<file path="config.mk">
export PLATFORM = sky130hd
export DESIGN_NAME = tfw_top
export DESIGN_NICKNAME = d
export VERILOG_FILES = /design/src/rtl/tfw_pkg.sv /design/src/rtl/tfw_top.sv
export SDC_FILE = /design/constraint.sdc
export NUM_CORES = 1
export LEC_CHECK = 0
export BUFFER_PORTS_ARGS = -buffer_cell sky130_fd_sc_hd__buf_2
export CORE_ASPECT_RATIO = 0.5
export CORE_MARGIN = 2
export CORE_UTILIZATION = 45
export DETAILED_ROUTE_END_ITERATION = 10
export PLACE_DENSITY_LB_ADDON = 0.3
export SETUP_SLACK_MARGIN = 0.2
export SYNTH_ARGS = -nofsm -noshare
export SYNTH_HDL_FRONTEND = slang
export SYNTH_SLANG_ARGS = --single-unit
export TNS_END_PERCENT = 10
</file>
<file path="constraint.sdc">
create_clock -name clock -period 6.25 [get_ports clock]
set_input_delay 0.9375 -clock clock [delete_from_list [all_inputs] [get_ports clock]]
set_output_delay 0.9375 -clock clock [all_outputs]
set_load 0.1 [all_outputs]
</file>
<file path="src/rtl/tfw_pkg.sv">
// constants, types and register map of the tape function select and write path
// assumes a single 250 MHz clock and an APB register port
package tfw_pkg;

	localparam int CLK_MHZ         = 250;
	localparam int ACCEPT_DELAY_NS = 2000;
	localparam int ACCEPT_CYC      = (ACCEPT_DELAY_NS * CLK_MHZ + 999) / 1000;
	localparam int FRAME_NS        = 8000;
	localparam int FRAME_CYC       = FRAME_NS * CLK_MHZ / 1000;
	localparam int BLANK_FRAMES    = 3;

	localparam logic [8:0]  ACCEPT_LAST = 9'(ACCEPT_CYC - 1);
	localparam logic [10:0] FRAME_LAST  = 11'(FRAME_CYC - 1);
	localparam logic [1:0]  BLANK_LAST  = 2'(BLANK_FRAMES - 1);

	// function word digit groups (third octal digit)
	localparam logic [2:0] GRP_FORMAT = 3'h0;
	localparam logic [2:0] GRP_MOTION = 3'h1;
	localparam logic [2:0] GRP_INT    = 3'h2;
	localparam logic [2:0] GRP_REVERSE = 3'h4;
	localparam logic [2:0] MAX_FORMAT = 3'h6;
	localparam logic [2:0] MAX_MOTION = 3'h6;
	localparam logic [2:0] MAX_INT    = 3'h5;
	localparam logic [2:0] MAX_REVERSE = 3'h1;

	// format group low digits
	localparam logic [2:0] FMT_RELEASE = 3'h0;
	localparam logic [2:0] FMT_BINARY  = 3'h1;
	localparam logic [2:0] FMT_CODED   = 3'h2;
	localparam logic [2:0] FMT_D556    = 3'h3;
	localparam logic [2:0] FMT_D200    = 3'h4;
	localparam logic [2:0] FMT_CLEAR   = 3'h5;
	localparam logic [2:0] FMT_D800    = 3'h6;

	typedef enum logic [1:0] {
		TFW_DEN_200 = 2'h0,
		TFW_DEN_556 = 2'h1,
		TFW_DEN_800 = 2'h2
	} tfw_density_t;

	localparam logic [5:0] ZERO_CHAR_SUB = 6'h0C;

	typedef enum logic [1:0] {
		F_IDLE = 2'h0,
		F_WAIT = 2'h1,
		F_ANS  = 2'h3
	} tfw_fstate_t;

	typedef enum logic [1:0] {
		W_IDLE  = 2'h0,
		W_EMIT  = 2'h1,
		W_BLANK = 2'h3,
		W_CHECK = 2'h2
	} tfw_wstate_t;

	typedef struct packed {
		logic [11:0] func_word;
		logic        func_strobe;
		logic [11:0] data_word;
		logic        data_parity;
		logic        data_strobe;
		logic        write_req;
		logic        handler_ready;
		logic        negate_conv;
		logic [6:0]  tape_frame;
		logic        tape_strobe;
	} tfw_pins_t;

	typedef struct packed {
		logic         binary_mode;
		tfw_density_t density;
		logic         reverse_read;
		logic [6:0]   motion;
		logic [2:0]   int_enable;
	} tfw_sel_t;

	localparam tfw_sel_t SEL_RESET = '{density: TFW_DEN_200, default: '0};

	// register map
	localparam logic [7:0] REG_CTRL   = 8'h00;
	localparam logic [7:0] REG_STATUS = 8'h04;

	localparam int ERR_XMIT  = 0;
	localparam int ERR_FRAME = 1;
	localparam int ERR_CHECK = 2;

	typedef struct packed {
		logic       record_open;
		tfw_sel_t   sel;
		logic [2:0] errors;
	} tfw_status_t;

	typedef struct packed {
		logic suppress_ad;
	} tfw_ctrl_t;

	localparam tfw_ctrl_t CTRL_RESET = '{default: '0};

endpackage

</file>
<file path="src/rtl/tfw_top.sv">
// function word decode and write data path of a magnetic tape controller
// assumes pins asynchronous to clock; registers on an APB slave port
//
// Summary of operation
// RQ1: after connect, the 12-bit function word with its strobe is captured and decoded.
// RQ2: an undefined function word is answered with refuse, never accept.
// RQ3: a defined function word is accepted only after its processing delay.
// RQ4: the channel holds word and strobe until accept or refuse arrives.
// RQ5: format codes select release, binary, coded, three densities, clear, reverse read.
// RQ6: third digit 1 selects the seven tape motion directives.
// RQ7: third digit 2 sets (even) or releases (odd) three interrupt requests.
// RQ8: each accepted selection is held in its own flip-flop.
// RQ9: transmission parity over 12 data bits is recomputed and compared on take.
// RQ10: word accept flag sets on data strobe only when handler and controller ready.
// RQ11: each word splits into two 6-bit characters sequenced by the disassembly counter.
// RQ12: suppress assembly mode writes only the low character, bits 6..11 dropped.
// RQ13: coded write inverts bit 5 when bit 4 is one, bit 4 unchanged.
// RQ14: bit 5 conversion is off in binary mode or under negate conversion.
// RQ15: coded write without negate replaces an all-zero character by 12.
// RQ16: seventh channel is one for odd ones in coded, even ones in binary.
// RQ17: write register toggles each channel for every one, holds for zero.
// RQ18: record end leaves three blank frames then writes the check character.
// RQ19: check character clears the write register, a one for each toggled channel.
// RQ20: read-back frames are vertical parity checked, mismatch sets frame parity error.
// RQ21: read toggle register must be zero after record and check, else check error.
// RQ22: every frame read from tape is vertical parity checked likewise.
// RQ23: word parity makes the count of ones in 13 bits odd.
// RQ24: upper six bits of each word are written first, then lower six.
// RQ25: accept follows a taken word; channel drops strobe before the next word.
// RQ26: disassembly counter returns to the upper character at each record start.
// RQ27: write and read toggle registers clear before a record's first frame.
//
// Implementation choices: the placing of the registers and the APB slave port.
`timescale 1ns/1ns
`default_nettype none

module tfw_top
	import tfw_pkg::*;
(
	input  wire logic        clock,
	input  wire logic        arst_n,
	input  wire logic        psel,
	input  wire logic        penable,
	input  wire logic        pwrite,
	input  wire logic [7:0]  paddr,
	input  wire logic [31:0] pwdata,
	output logic      [31:0] prdata,
	output logic             pready,
	output logic             pslverr,
	input  wire tfw_pins_t   pins_in,
	output var tfw_sel_t     sel_out,
	output logic             func_accept,
	output logic             func_refuse,
	output logic             word_accept,
	output logic      [6:0]  tape_write_level,
	output logic             tape_frame_strobe
);

	logic        rst_s1;
	logic        rst_n;
	tfw_pins_t   pin_s1;
	tfw_pins_t   pin_s;
	logic        tstb_d;

	// reset release and pin synchronisers
	always_ff @(posedge clock or negedge arst_n) begin
		if (!arst_n) begin
			rst_s1 <= 1'b0;
			rst_n  <= 1'b0;
		end else begin
			rst_s1 <= 1'b1;
			rst_n  <= rst_s1;
		end
	end

	always_ff @(posedge clock or negedge rst_n) begin
		if (!rst_n) begin
			pin_s1 <= '0;
			pin_s  <= '0;
			tstb_d <= 1'b0;
		end else begin
			pin_s1 <= pins_in;
			pin_s  <= pin_s1;
			tstb_d <= pin_s.tape_strobe;
		end
	end

	logic tape_tick;
	assign tape_tick = pin_s.tape_strobe & ~tstb_d;

	// frame timing divider
	logic [10:0] fdiv;
	logic [10:0] next_fdiv;
	logic        frame_tick;

	always_comb begin
		next_fdiv = (fdiv == FRAME_LAST) ? '0 : fdiv + 11'h001;
	end

	always_ff @(posedge clock or negedge rst_n) begin
		if (!rst_n) fdiv <= '0;
		else        fdiv <= next_fdiv;
	end

	assign frame_tick = (fdiv == FRAME_LAST);

	// APB slave
	tfw_ctrl_t   ctrl;
	tfw_ctrl_t   next_ctrl;
	tfw_status_t status;
	logic [31:0] next_prdata;
	logic        next_pready;
	logic        next_pslverr;
	logic        acc_done;
	logic        map_hit;
	logic [2:0]  err_clr;
	logic [2:0]  err_flags;
	logic        record_open;

	assign acc_done = psel & penable & pready;
	assign map_hit  = (paddr == REG_CTRL) | (paddr == REG_STATUS);
	assign status   = '{record_open: record_open, sel: sel_out, errors: err_flags};

	always_comb begin
		next_ctrl    = ctrl;
		next_pready  = psel & penable & ~pready;
		next_prdata  = prdata;
		next_pslverr = 1'b0;
		err_clr      = '0;
		if (psel && penable && !pready) begin
			next_pslverr = ~map_hit;
			next_prdata  = '0;
			if (!pwrite && paddr == REG_CTRL)   next_prdata = 32'(ctrl);
			if (!pwrite && paddr == REG_STATUS) next_prdata = 32'(status);
		end
		if (acc_done && pwrite && paddr == REG_CTRL)   next_ctrl = tfw_ctrl_t'(pwdata[0]);
		if (acc_done && pwrite && paddr == REG_STATUS) err_clr = pwdata[2:0];
	end

	always_ff @(posedge clock or negedge rst_n) begin
		if (!rst_n) begin
			ctrl    <= CTRL_RESET;
			prdata  <= '0;
			pready  <= 1'b0;
			pslverr <= 1'b0;
		end else begin
			ctrl    <= next_ctrl;
			prdata  <= next_prdata;
			pready  <= next_pready;
			pslverr <= next_pslverr;
		end
	end

	// function word decode
	tfw_fstate_t f_state;
	tfw_fstate_t next_f_state;
	logic [8:0]  fcnt;
	logic [8:0]  next_fcnt;
	logic [11:0] fcode;
	logic [11:0] next_fcode;
	tfw_sel_t    next_sel;
	logic        next_func_accept;
	logic        next_func_refuse;
	logic        code_legal;
	logic [2:0]  dg_c;
	logic [2:0]  dg_d;

	assign dg_c = pin_s.func_word[5:3];
	assign dg_d = pin_s.func_word[2:0];

	always_comb begin
		code_legal = 1'b0;
		if (pin_s.func_word[11:6] == '0) begin
			unique case (dg_c)
				GRP_FORMAT:  code_legal = (dg_d <= MAX_FORMAT);
				GRP_MOTION:  code_legal = (dg_d <= MAX_MOTION);
				GRP_INT:     code_legal = (dg_d <= MAX_INT);
				GRP_REVERSE: code_legal = (dg_d <= MAX_REVERSE);
				default:     code_legal = 1'b0;
			endcase
		end
	end

	always_comb begin
		next_f_state     = f_state;
		next_fcnt        = fcnt;
		next_fcode       = fcode;
		next_sel         = sel_out;
		next_func_accept = func_accept;
		next_func_refuse = func_refuse;
		unique case (f_state)
			F_IDLE: begin
				if (pin_s.func_strobe) begin
					next_fcode = pin_s.func_word; // see RQ1
					next_fcnt  = '0;
					if (code_legal) begin
						next_f_state = F_WAIT;
					end else begin
						next_func_refuse = 1'b1; // see RQ2
						next_f_state     = F_ANS;
					end
				end
			end
			F_WAIT: begin
				next_fcnt = fcnt + 9'h001;
				if (fcnt == ACCEPT_LAST) begin
					next_func_accept = 1'b1; // see RQ3
					next_f_state     = F_ANS;
					unique case (fcode[5:3]) // see RQ8
						GRP_FORMAT: begin
							unique case (fcode[2:0]) // see RQ5
								FMT_RELEASE: next_sel.motion = '0;
								FMT_BINARY:  next_sel.binary_mode = 1'b1;
								FMT_CODED:   next_sel.binary_mode = 1'b0;
								FMT_D556:    next_sel.density = TFW_DEN_556;
								FMT_D200:    next_sel.density = TFW_DEN_200;
								FMT_CLEAR:   next_sel = SEL_RESET;
								default:     next_sel.density = TFW_DEN_800;
							endcase
						end
						GRP_MOTION:  next_sel.motion = 7'h01 << fcode[2:0]; // see RQ6
						GRP_INT:     next_sel.int_enable[fcode[2:1]] = ~fcode[0]; // see RQ7
						default:     next_sel.reverse_read = fcode[0]; // see RQ5
					endcase
				end
			end
			F_ANS: begin
				if (!pin_s.func_strobe) begin
					next_func_accept = 1'b0;
					next_func_refuse = 1'b0;
					next_f_state     = F_IDLE;
				end
			end
			default: next_f_state = F_IDLE;
		endcase
	end

	always_ff @(posedge clock or negedge rst_n) begin
		if (!rst_n) begin
			f_state     <= F_IDLE;
			fcnt        <= '0;
			fcode       <= '0;
			sel_out     <= SEL_RESET;
			func_accept <= 1'b0;
			func_refuse <= 1'b0;
		end else begin
			f_state     <= next_f_state;
			fcnt        <= next_fcnt;
			fcode       <= next_fcode;
			sel_out     <= next_sel;
			func_accept <= next_func_accept;
			func_refuse <= next_func_refuse;
		end
	end

	// write data path
	tfw_wstate_t w_state;
	tfw_wstate_t next_w_state;
	logic [11:0] word;
	logic [11:0] next_word;
	logic        disassembly_counter;
	logic        next_disassembly_counter;
	logic        word_accept_flag;
	logic        next_word_accept_flag;
	logic        next_word_accept;
	logic        next_record_open;
	logic [1:0]  blank_cnt;
	logic [1:0]  next_blank_cnt;
	logic [6:0]  write_toggle_stage;
	logic [6:0]  next_write_toggle_stage;
	logic [6:0]  write_output_stage;
	logic        next_frame_strobe;
	logic        xmit_err;
	logic        next_xmit_err;
	logic        word_take;
	logic        record_start;
	logic        check_sent;
	logic        coded_conv;
	logic [5:0]  ch;
	logic [6:0]  frame;

	assign word_take = (w_state == W_IDLE) & pin_s.write_req & pin_s.data_strobe
		& pin_s.handler_ready & ~word_accept & ~word_accept_flag; // see RQ10
	assign record_start = word_take & ~record_open;
	assign check_sent   = (w_state == W_CHECK) & frame_tick;
	assign coded_conv   = ~sel_out.binary_mode & ~pin_s.negate_conv; // see RQ14

	always_comb begin
		// upper character first unless suppressed
		ch = disassembly_counter ? word[5:0] : word[11:6]; // see RQ11 see RQ24 see RQ12
		if (coded_conv && ch[4]) ch[5] = ~ch[5]; // see RQ13
		if (coded_conv && ch == '0) ch = ZERO_CHAR_SUB; // see RQ15
		frame = {sel_out.binary_mode ? ~^ch : ^ch, ch}; // see RQ16
	end

	always_comb begin
		next_w_state             = w_state;
		next_word                = word;
		next_disassembly_counter = disassembly_counter;
		next_word_accept_flag    = word_accept_flag;
		next_word_accept         = word_accept & pin_s.data_strobe; // see RQ25
		next_record_open         = record_open;
		next_blank_cnt           = blank_cnt;
		next_write_toggle_stage  = write_toggle_stage;
		next_frame_strobe        = 1'b0;
		next_xmit_err            = xmit_err & ~err_clr[ERR_XMIT];
		unique case (w_state)
			W_IDLE: begin
				if (word_take) begin
					next_word_accept_flag    = 1'b1;
					next_word_accept         = 1'b1; // see RQ25
					next_word                = pin_s.data_word;
					next_disassembly_counter = ctrl.suppress_ad; // see RQ12 see RQ26
					next_record_open         = 1'b1;
					next_w_state             = W_EMIT;
					if (~^{pin_s.data_word, pin_s.data_parity}) next_xmit_err = 1'b1; // see RQ9 see RQ23
					if (record_start) next_write_toggle_stage = '0; // see RQ27
				end else if (record_open && !pin_s.write_req) begin
					next_blank_cnt = '0;
					next_w_state   = W_BLANK;
				end
			end
			W_EMIT: begin
				if (frame_tick) begin
					next_write_toggle_stage  = write_toggle_stage ^ frame; // see RQ17
					next_frame_strobe        = 1'b1;
					next_disassembly_counter = ~disassembly_counter;
					if (disassembly_counter) begin
						next_word_accept_flag = 1'b0;
						next_w_state          = W_IDLE;
					end
				end
			end
			W_BLANK: begin
				if (frame_tick) begin
					next_blank_cnt = blank_cnt + 2'h1;
					if (blank_cnt == BLANK_LAST) next_w_state = W_CHECK; // see RQ18
				end
			end
			W_CHECK: begin
				if (frame_tick) begin
					// ones exactly where a channel must flip back to zero
					next_write_toggle_stage = '0; // see RQ19
					next_frame_strobe       = 1'b1;
					next_record_open        = 1'b0;
					next_w_state            = W_IDLE;
				end
			end
			default: next_w_state = W_IDLE;
		endcase
	end

	always_ff @(posedge clock or negedge rst_n) begin
		if (!rst_n) begin
			w_state             <= W_IDLE;
			word                <= '0;
			disassembly_counter <= 1'b0;
			word_accept_flag    <= 1'b0;
			word_accept         <= 1'b0;
			record_open         <= 1'b0;
			blank_cnt           <= '0;
			write_toggle_stage  <= '0;
			write_output_stage  <= '0;
			tape_write_level    <= '0;
			tape_frame_strobe   <= 1'b0;
			xmit_err            <= 1'b0;
		end else begin
			w_state             <= next_w_state;
			word                <= next_word;
			disassembly_counter <= next_disassembly_counter;
			word_accept_flag    <= next_word_accept_flag;
			word_accept         <= next_word_accept;
			record_open         <= next_record_open;
			blank_cnt           <= next_blank_cnt;
			write_toggle_stage  <= next_write_toggle_stage;
			write_output_stage  <= write_toggle_stage; // see RQ17
			tape_write_level    <= write_output_stage;
			tape_frame_strobe   <= next_frame_strobe;
			xmit_err            <= next_xmit_err;
		end
	end

	// read-back and read frame checks
	logic [6:0] read_toggle_stage;
	logic [6:0] next_read_toggle_stage;
	logic       check_pending;
	logic       next_check_pending;
	logic       frame_parity_error_flag;
	logic       next_frame_parity_error_flag;
	logic       check_char_error_flag;
	logic       next_check_char_error_flag;
	logic       vert_bad;

	assign vert_bad = pin_s.tape_frame[6]
		!= (sel_out.binary_mode ? ~^pin_s.tape_frame[5:0] : ^pin_s.tape_frame[5:0]);
	assign err_flags = {check_char_error_flag, frame_parity_error_flag, xmit_err};

	always_comb begin
		next_read_toggle_stage       = read_toggle_stage;
		next_check_pending           = check_pending | check_sent;
		next_frame_parity_error_flag = frame_parity_error_flag & ~err_clr[ERR_FRAME];
		next_check_char_error_flag   = check_char_error_flag & ~err_clr[ERR_CHECK];
		if (record_start) next_read_toggle_stage = '0; // see RQ27
		if (tape_tick) begin
			next_read_toggle_stage = read_toggle_stage ^ pin_s.tape_frame; // see RQ21
			if (vert_bad) next_frame_parity_error_flag = 1'b1; // see RQ20 see RQ22
			if (check_pending) begin
				next_check_pending = 1'b0;
				if ((read_toggle_stage ^ pin_s.tape_frame) != '0)
					next_check_char_error_flag = 1'b1; // see RQ21
			end
		end
	end

	always_ff @(posedge clock or negedge rst_n) begin
		if (!rst_n) begin
			read_toggle_stage       <= '0;
			check_pending           <= 1'b0;
			frame_parity_error_flag <= 1'b0;
			check_char_error_flag   <= 1'b0;
		end else begin
			read_toggle_stage       <= next_read_toggle_stage;
			check_pending           <= next_check_pending;
			frame_parity_error_flag <= next_frame_parity_error_flag;
			check_char_error_flag   <= next_check_char_error_flag;
		end
	end
endmodule // tfw_top

`default_nettype wire

</file>
==> metrics.md <==
| Metric | Value |
|---|---|
| Post-CTS Setup Bufs | `0` |
| Hold crit path type | `input port to asynchronous set/reset pin` |
| Post-synth EDFFs | `0` |
| Critical Path Sink Type | `flop` |
| Via-per-instance ratio | `5.01` |
| Post-route minimum period | `2.56 ns` |
| CTS Buf Count | `17` |
| Chip width | `188 µm` |
| Met1 Usage GRT | `21.4%` |
| Synth unique cells | `54` |
| Worst vdd ir | `220 µV` |
| Multi-input gate area | `2530 µm²` |
| Die ar. | `18100 µm²` |
| Fin worst setup slack | `3.69 ns` |
| Antenna violations before repair | `0` |
| Total routed wirelength | `13900 µm` |
| Vias in the first global route | `4681` |
| Leading cell type in the layout, fill and taps excluded | `dfrtp_1` |
| Final-report setup violation count | `0` |
| Drc violations | `0` |
| Row cnt | `33` |
| GR Util met3 | `4.52%` |
| Tot GR Track Use | `16.2%` |
| Top Ports | `142` |
| CTS tree | `built` |
| Root buf cell | `clkbuf_16` |
| Router iterations before antenna repair | `4` |
| Vias | `4970` |
| Final worst-path cycle share | `41.0%` |
| Gpl congestion | `0.811` |
| IO buf count | `98` |
| Register area share after synthesis | `64.4%` |
| CTS Hold Bufs | `0` |
| Util after Layout | `53.7%` |
| #FFs+latches synth | `197` |
| Met2 global-route usage | `25.9%` |
| Worst Path Max Fanout | `20` |
| Core Region | `16500 µm²` |
| Worst-Skew Late Latency | `0.43 ns` |
| DRT antenna net count | `0` |
| Filler Cells Inserted | `1444` |
| Worst slew pin tran | `0.955 ns` |
| Flip-flop and latch area | `4930 µm²` |
| Leakage | `0.00422 µW` |
| Startpoint types | `flop` |
| Diode count | `0` |
| Ys Warns | `0` |
| Die height | `96.2 µm` |
| Reg2Reg Depth | `7` |
| Crit path kind | `flop to flop` |
| Post-CTS resize count | `0` |
| Largest net degree at the start of global routing | `71` |
| Worst path arrival time | `2.93 ns` |
| H-tree levels | `4` |
| Slew margin rel. | `36.1%` |
| Total grt overflow | `0` |
| DR iter-0 viols | `337` |
| Ys async rst share | `100%` |
| Mapped cell area | `7660 µm²` |
| Ys flop type | `dfrtp_1` |
| Initial core utilization | `46.4%` |
| Clk pin slew, worst setup/hold paths | `0.07 ns` |
| Max Cap Viol | `0` |
| Detailed placement HPWL | `9480 µm` |
| FMAX | `0.390 GHz` |
| Setup_tns | `0 ns` |
| Clock buffer depth | `2` |
| # clock sinks | `197` |
| Area Growth Syn to Fin | `15.9%` |
| Post-Synthesis Cells | `655` |
| Final clock skew | `0.0114 ns` |
| Most used routing layer | `met2` |
| Fin. Hold Viols | `0` |
| Commonest cells after routing, fill and taps aside | `dfrtp_1 (196), nand2_1 (107), buf_2 (98), o21ai_0 (41), nor2_1 (31)` |
| # nets final | `843` |
| Req. time, crit path | `6.62 ns` |
| Avg Cell Area, Syn | `11.7 µm²` |
| First-pass GRT wire length | `22900 µm` |
| PD cells | `392 nW/µm²` |
| RSZ-0062 raised after global routing | `no` |
| Pre-CTS setup slack | `3.57 ns` |
| Share of cells above drive strength 1 | `18.6%` |
| Status | `finished, final reports clean` |
| Final max-slew violation count | `0` |
| Drt wl/cell | `14.0 µm` |
[layer usage]
| metal | vias up | routed length (µm) |
|---|---|---|
| met5 | - | 0 |
| met4 | 0 | 284 |
| met3 | 24 | 485 |
| met2 | 89 | 6620 |
| met1 | 2430 | 6500 |
| li1 | 2427 | - |
[Yosys cell counts (8+ instances only)]
| library cell | n | share of area (%) |
|---|---|---|
| dfrtp_1 | 197 | 64 |
| nand2_1 | 107 | 5.2 |
| o21ai_0 | 41 | 2.7 |
| nor2_1 | 31 | 1.5 |
| xnor2_1 | 26 | 3.0 |
| a22o_1 | 23 | 2.6 |
| clkbuf_1 | 18 | 0.88 |
| nand3_1 | 16 | 1.0 |
| xor2_1 | 16 | 1.8 |
| a21oi_1 | 15 | 0.98 |
| buf_4 | 15 | 1.5 |
| nor3_1 | 15 | 0.98 |
| mux2i_1 | 14 | 1.8 |
| nand4_1 | 12 | 0.98 |
| inv_1 | 11 | 0.54 |
| nand2b_1 | 9 | 0.74 |
| ha_1 | 8 | 1.3 |
[flip-flops by register name (all words and copies together), names as in the netlist, 7 cells and up]
signal and count:
fcnt 9, fdiv 11, pin_s 32, pin_s1 38, prdata 18, read_toggle_stage 7
sel_out 14, tape_write_level 7, word 12, write_output_stage 7, write_toggle_stage 7
[path summary, 6_finish.rpt]
| check | startpoint | end | slack [ns] |
|---|---|---|---|
| min in group clock | write_output_stage[2]$_DFF_PN0_ | tape_write_level[2]$_DFF_PN0_ | 0.35 |
| setup reg to reg | fdiv[0]$_DFF_PN0_ | write_toggle_stage[6]$_DFFE_PN0P_ | 3.69 |
| setup / recovery | fdiv[0]$_DFF_PN0_ | write_toggle_stage[6]$_DFFE_PN0P_ | 3.69 |
| hold / removal | arst_n | rst_n$_DFF_PN0_ | 0.27 |
| hold reg to reg | write_output_stage[2]$_DFF_PN0_ | tape_write_level[2]$_DFF_PN0_ | 0.35 |
| max in group asynchronous | rst_n$_DFF_PN0_ | write_output_stage[4]$_DFF_PN0_ | 4.52 |
[area by class of cell]
| cell class | count | area share (%) |
|---|---|---|
| tap | 227 | 3.20 |
| clock inverter | 15 | 1.55 |
| sequential | 197 | 55.6 |
| multi-input combinational | 423 | 28.5 |
| clock buffer | 17 | 4.79 |
| inverter | 11 | 0.465 |
| timing repair buffer | 102 | 5.87 |
[power breakdown]
| part | total (µW) | leakage (µW) | switching [µW] | internal, µW |
|---|---|---|---|---|
| registers | 1640 | 0.00247 | 203 | 1440 |
| clock network | 1050 | 0.000266 | 518 | 527 |
| logic | 787 | 0.00149 | 495 | 291 |
| total | 3480 | 0.00422 | 1220 | 2260 |
[logic make-up after synthesis]
| kind of cell | share of synthesized area (%) |
|---|---|
| other cells | 0.0981 |
| flops | 64.4 |
| simple gates | 13.5 |
| xor+xnor | 4.80 |
| mux | 2.61 |
| compound gates | 10.1 |
| fa+ha+maj | 1.31 |
| buf+inv | 3.22 |
[per-stage QoR]
| stage | power (µW) | area (µm²) | hold WS [ns] | std cells |
|---|---|---|---|---|
| floorplan | 2310 | 7710 | 0.331 | 668 |
| CTS | 3510 | 8870 | 0.253 | 992 |
| global placement | 2430 | 8310 | 0.332 | 960 |
| global route | 3680 | 8870 | 0.252 | 992 |
| finish | 3480 | 8870 | 0.273 | 992 |
| detailed placement | 2460 | 8310 | 0.335 | 960 |
[critical path: stages (launching register included)]
cell and delay [ns]:
dfrtp_1 0.42, ha_1 0.30, nand3_2 0.14, nor4_2 0.25, buf_4 0.27, o211ai_1 0.42, or4_1 0.60, nand3_1 0.09
Note: power is estimated with default switching activity, not from simulation.
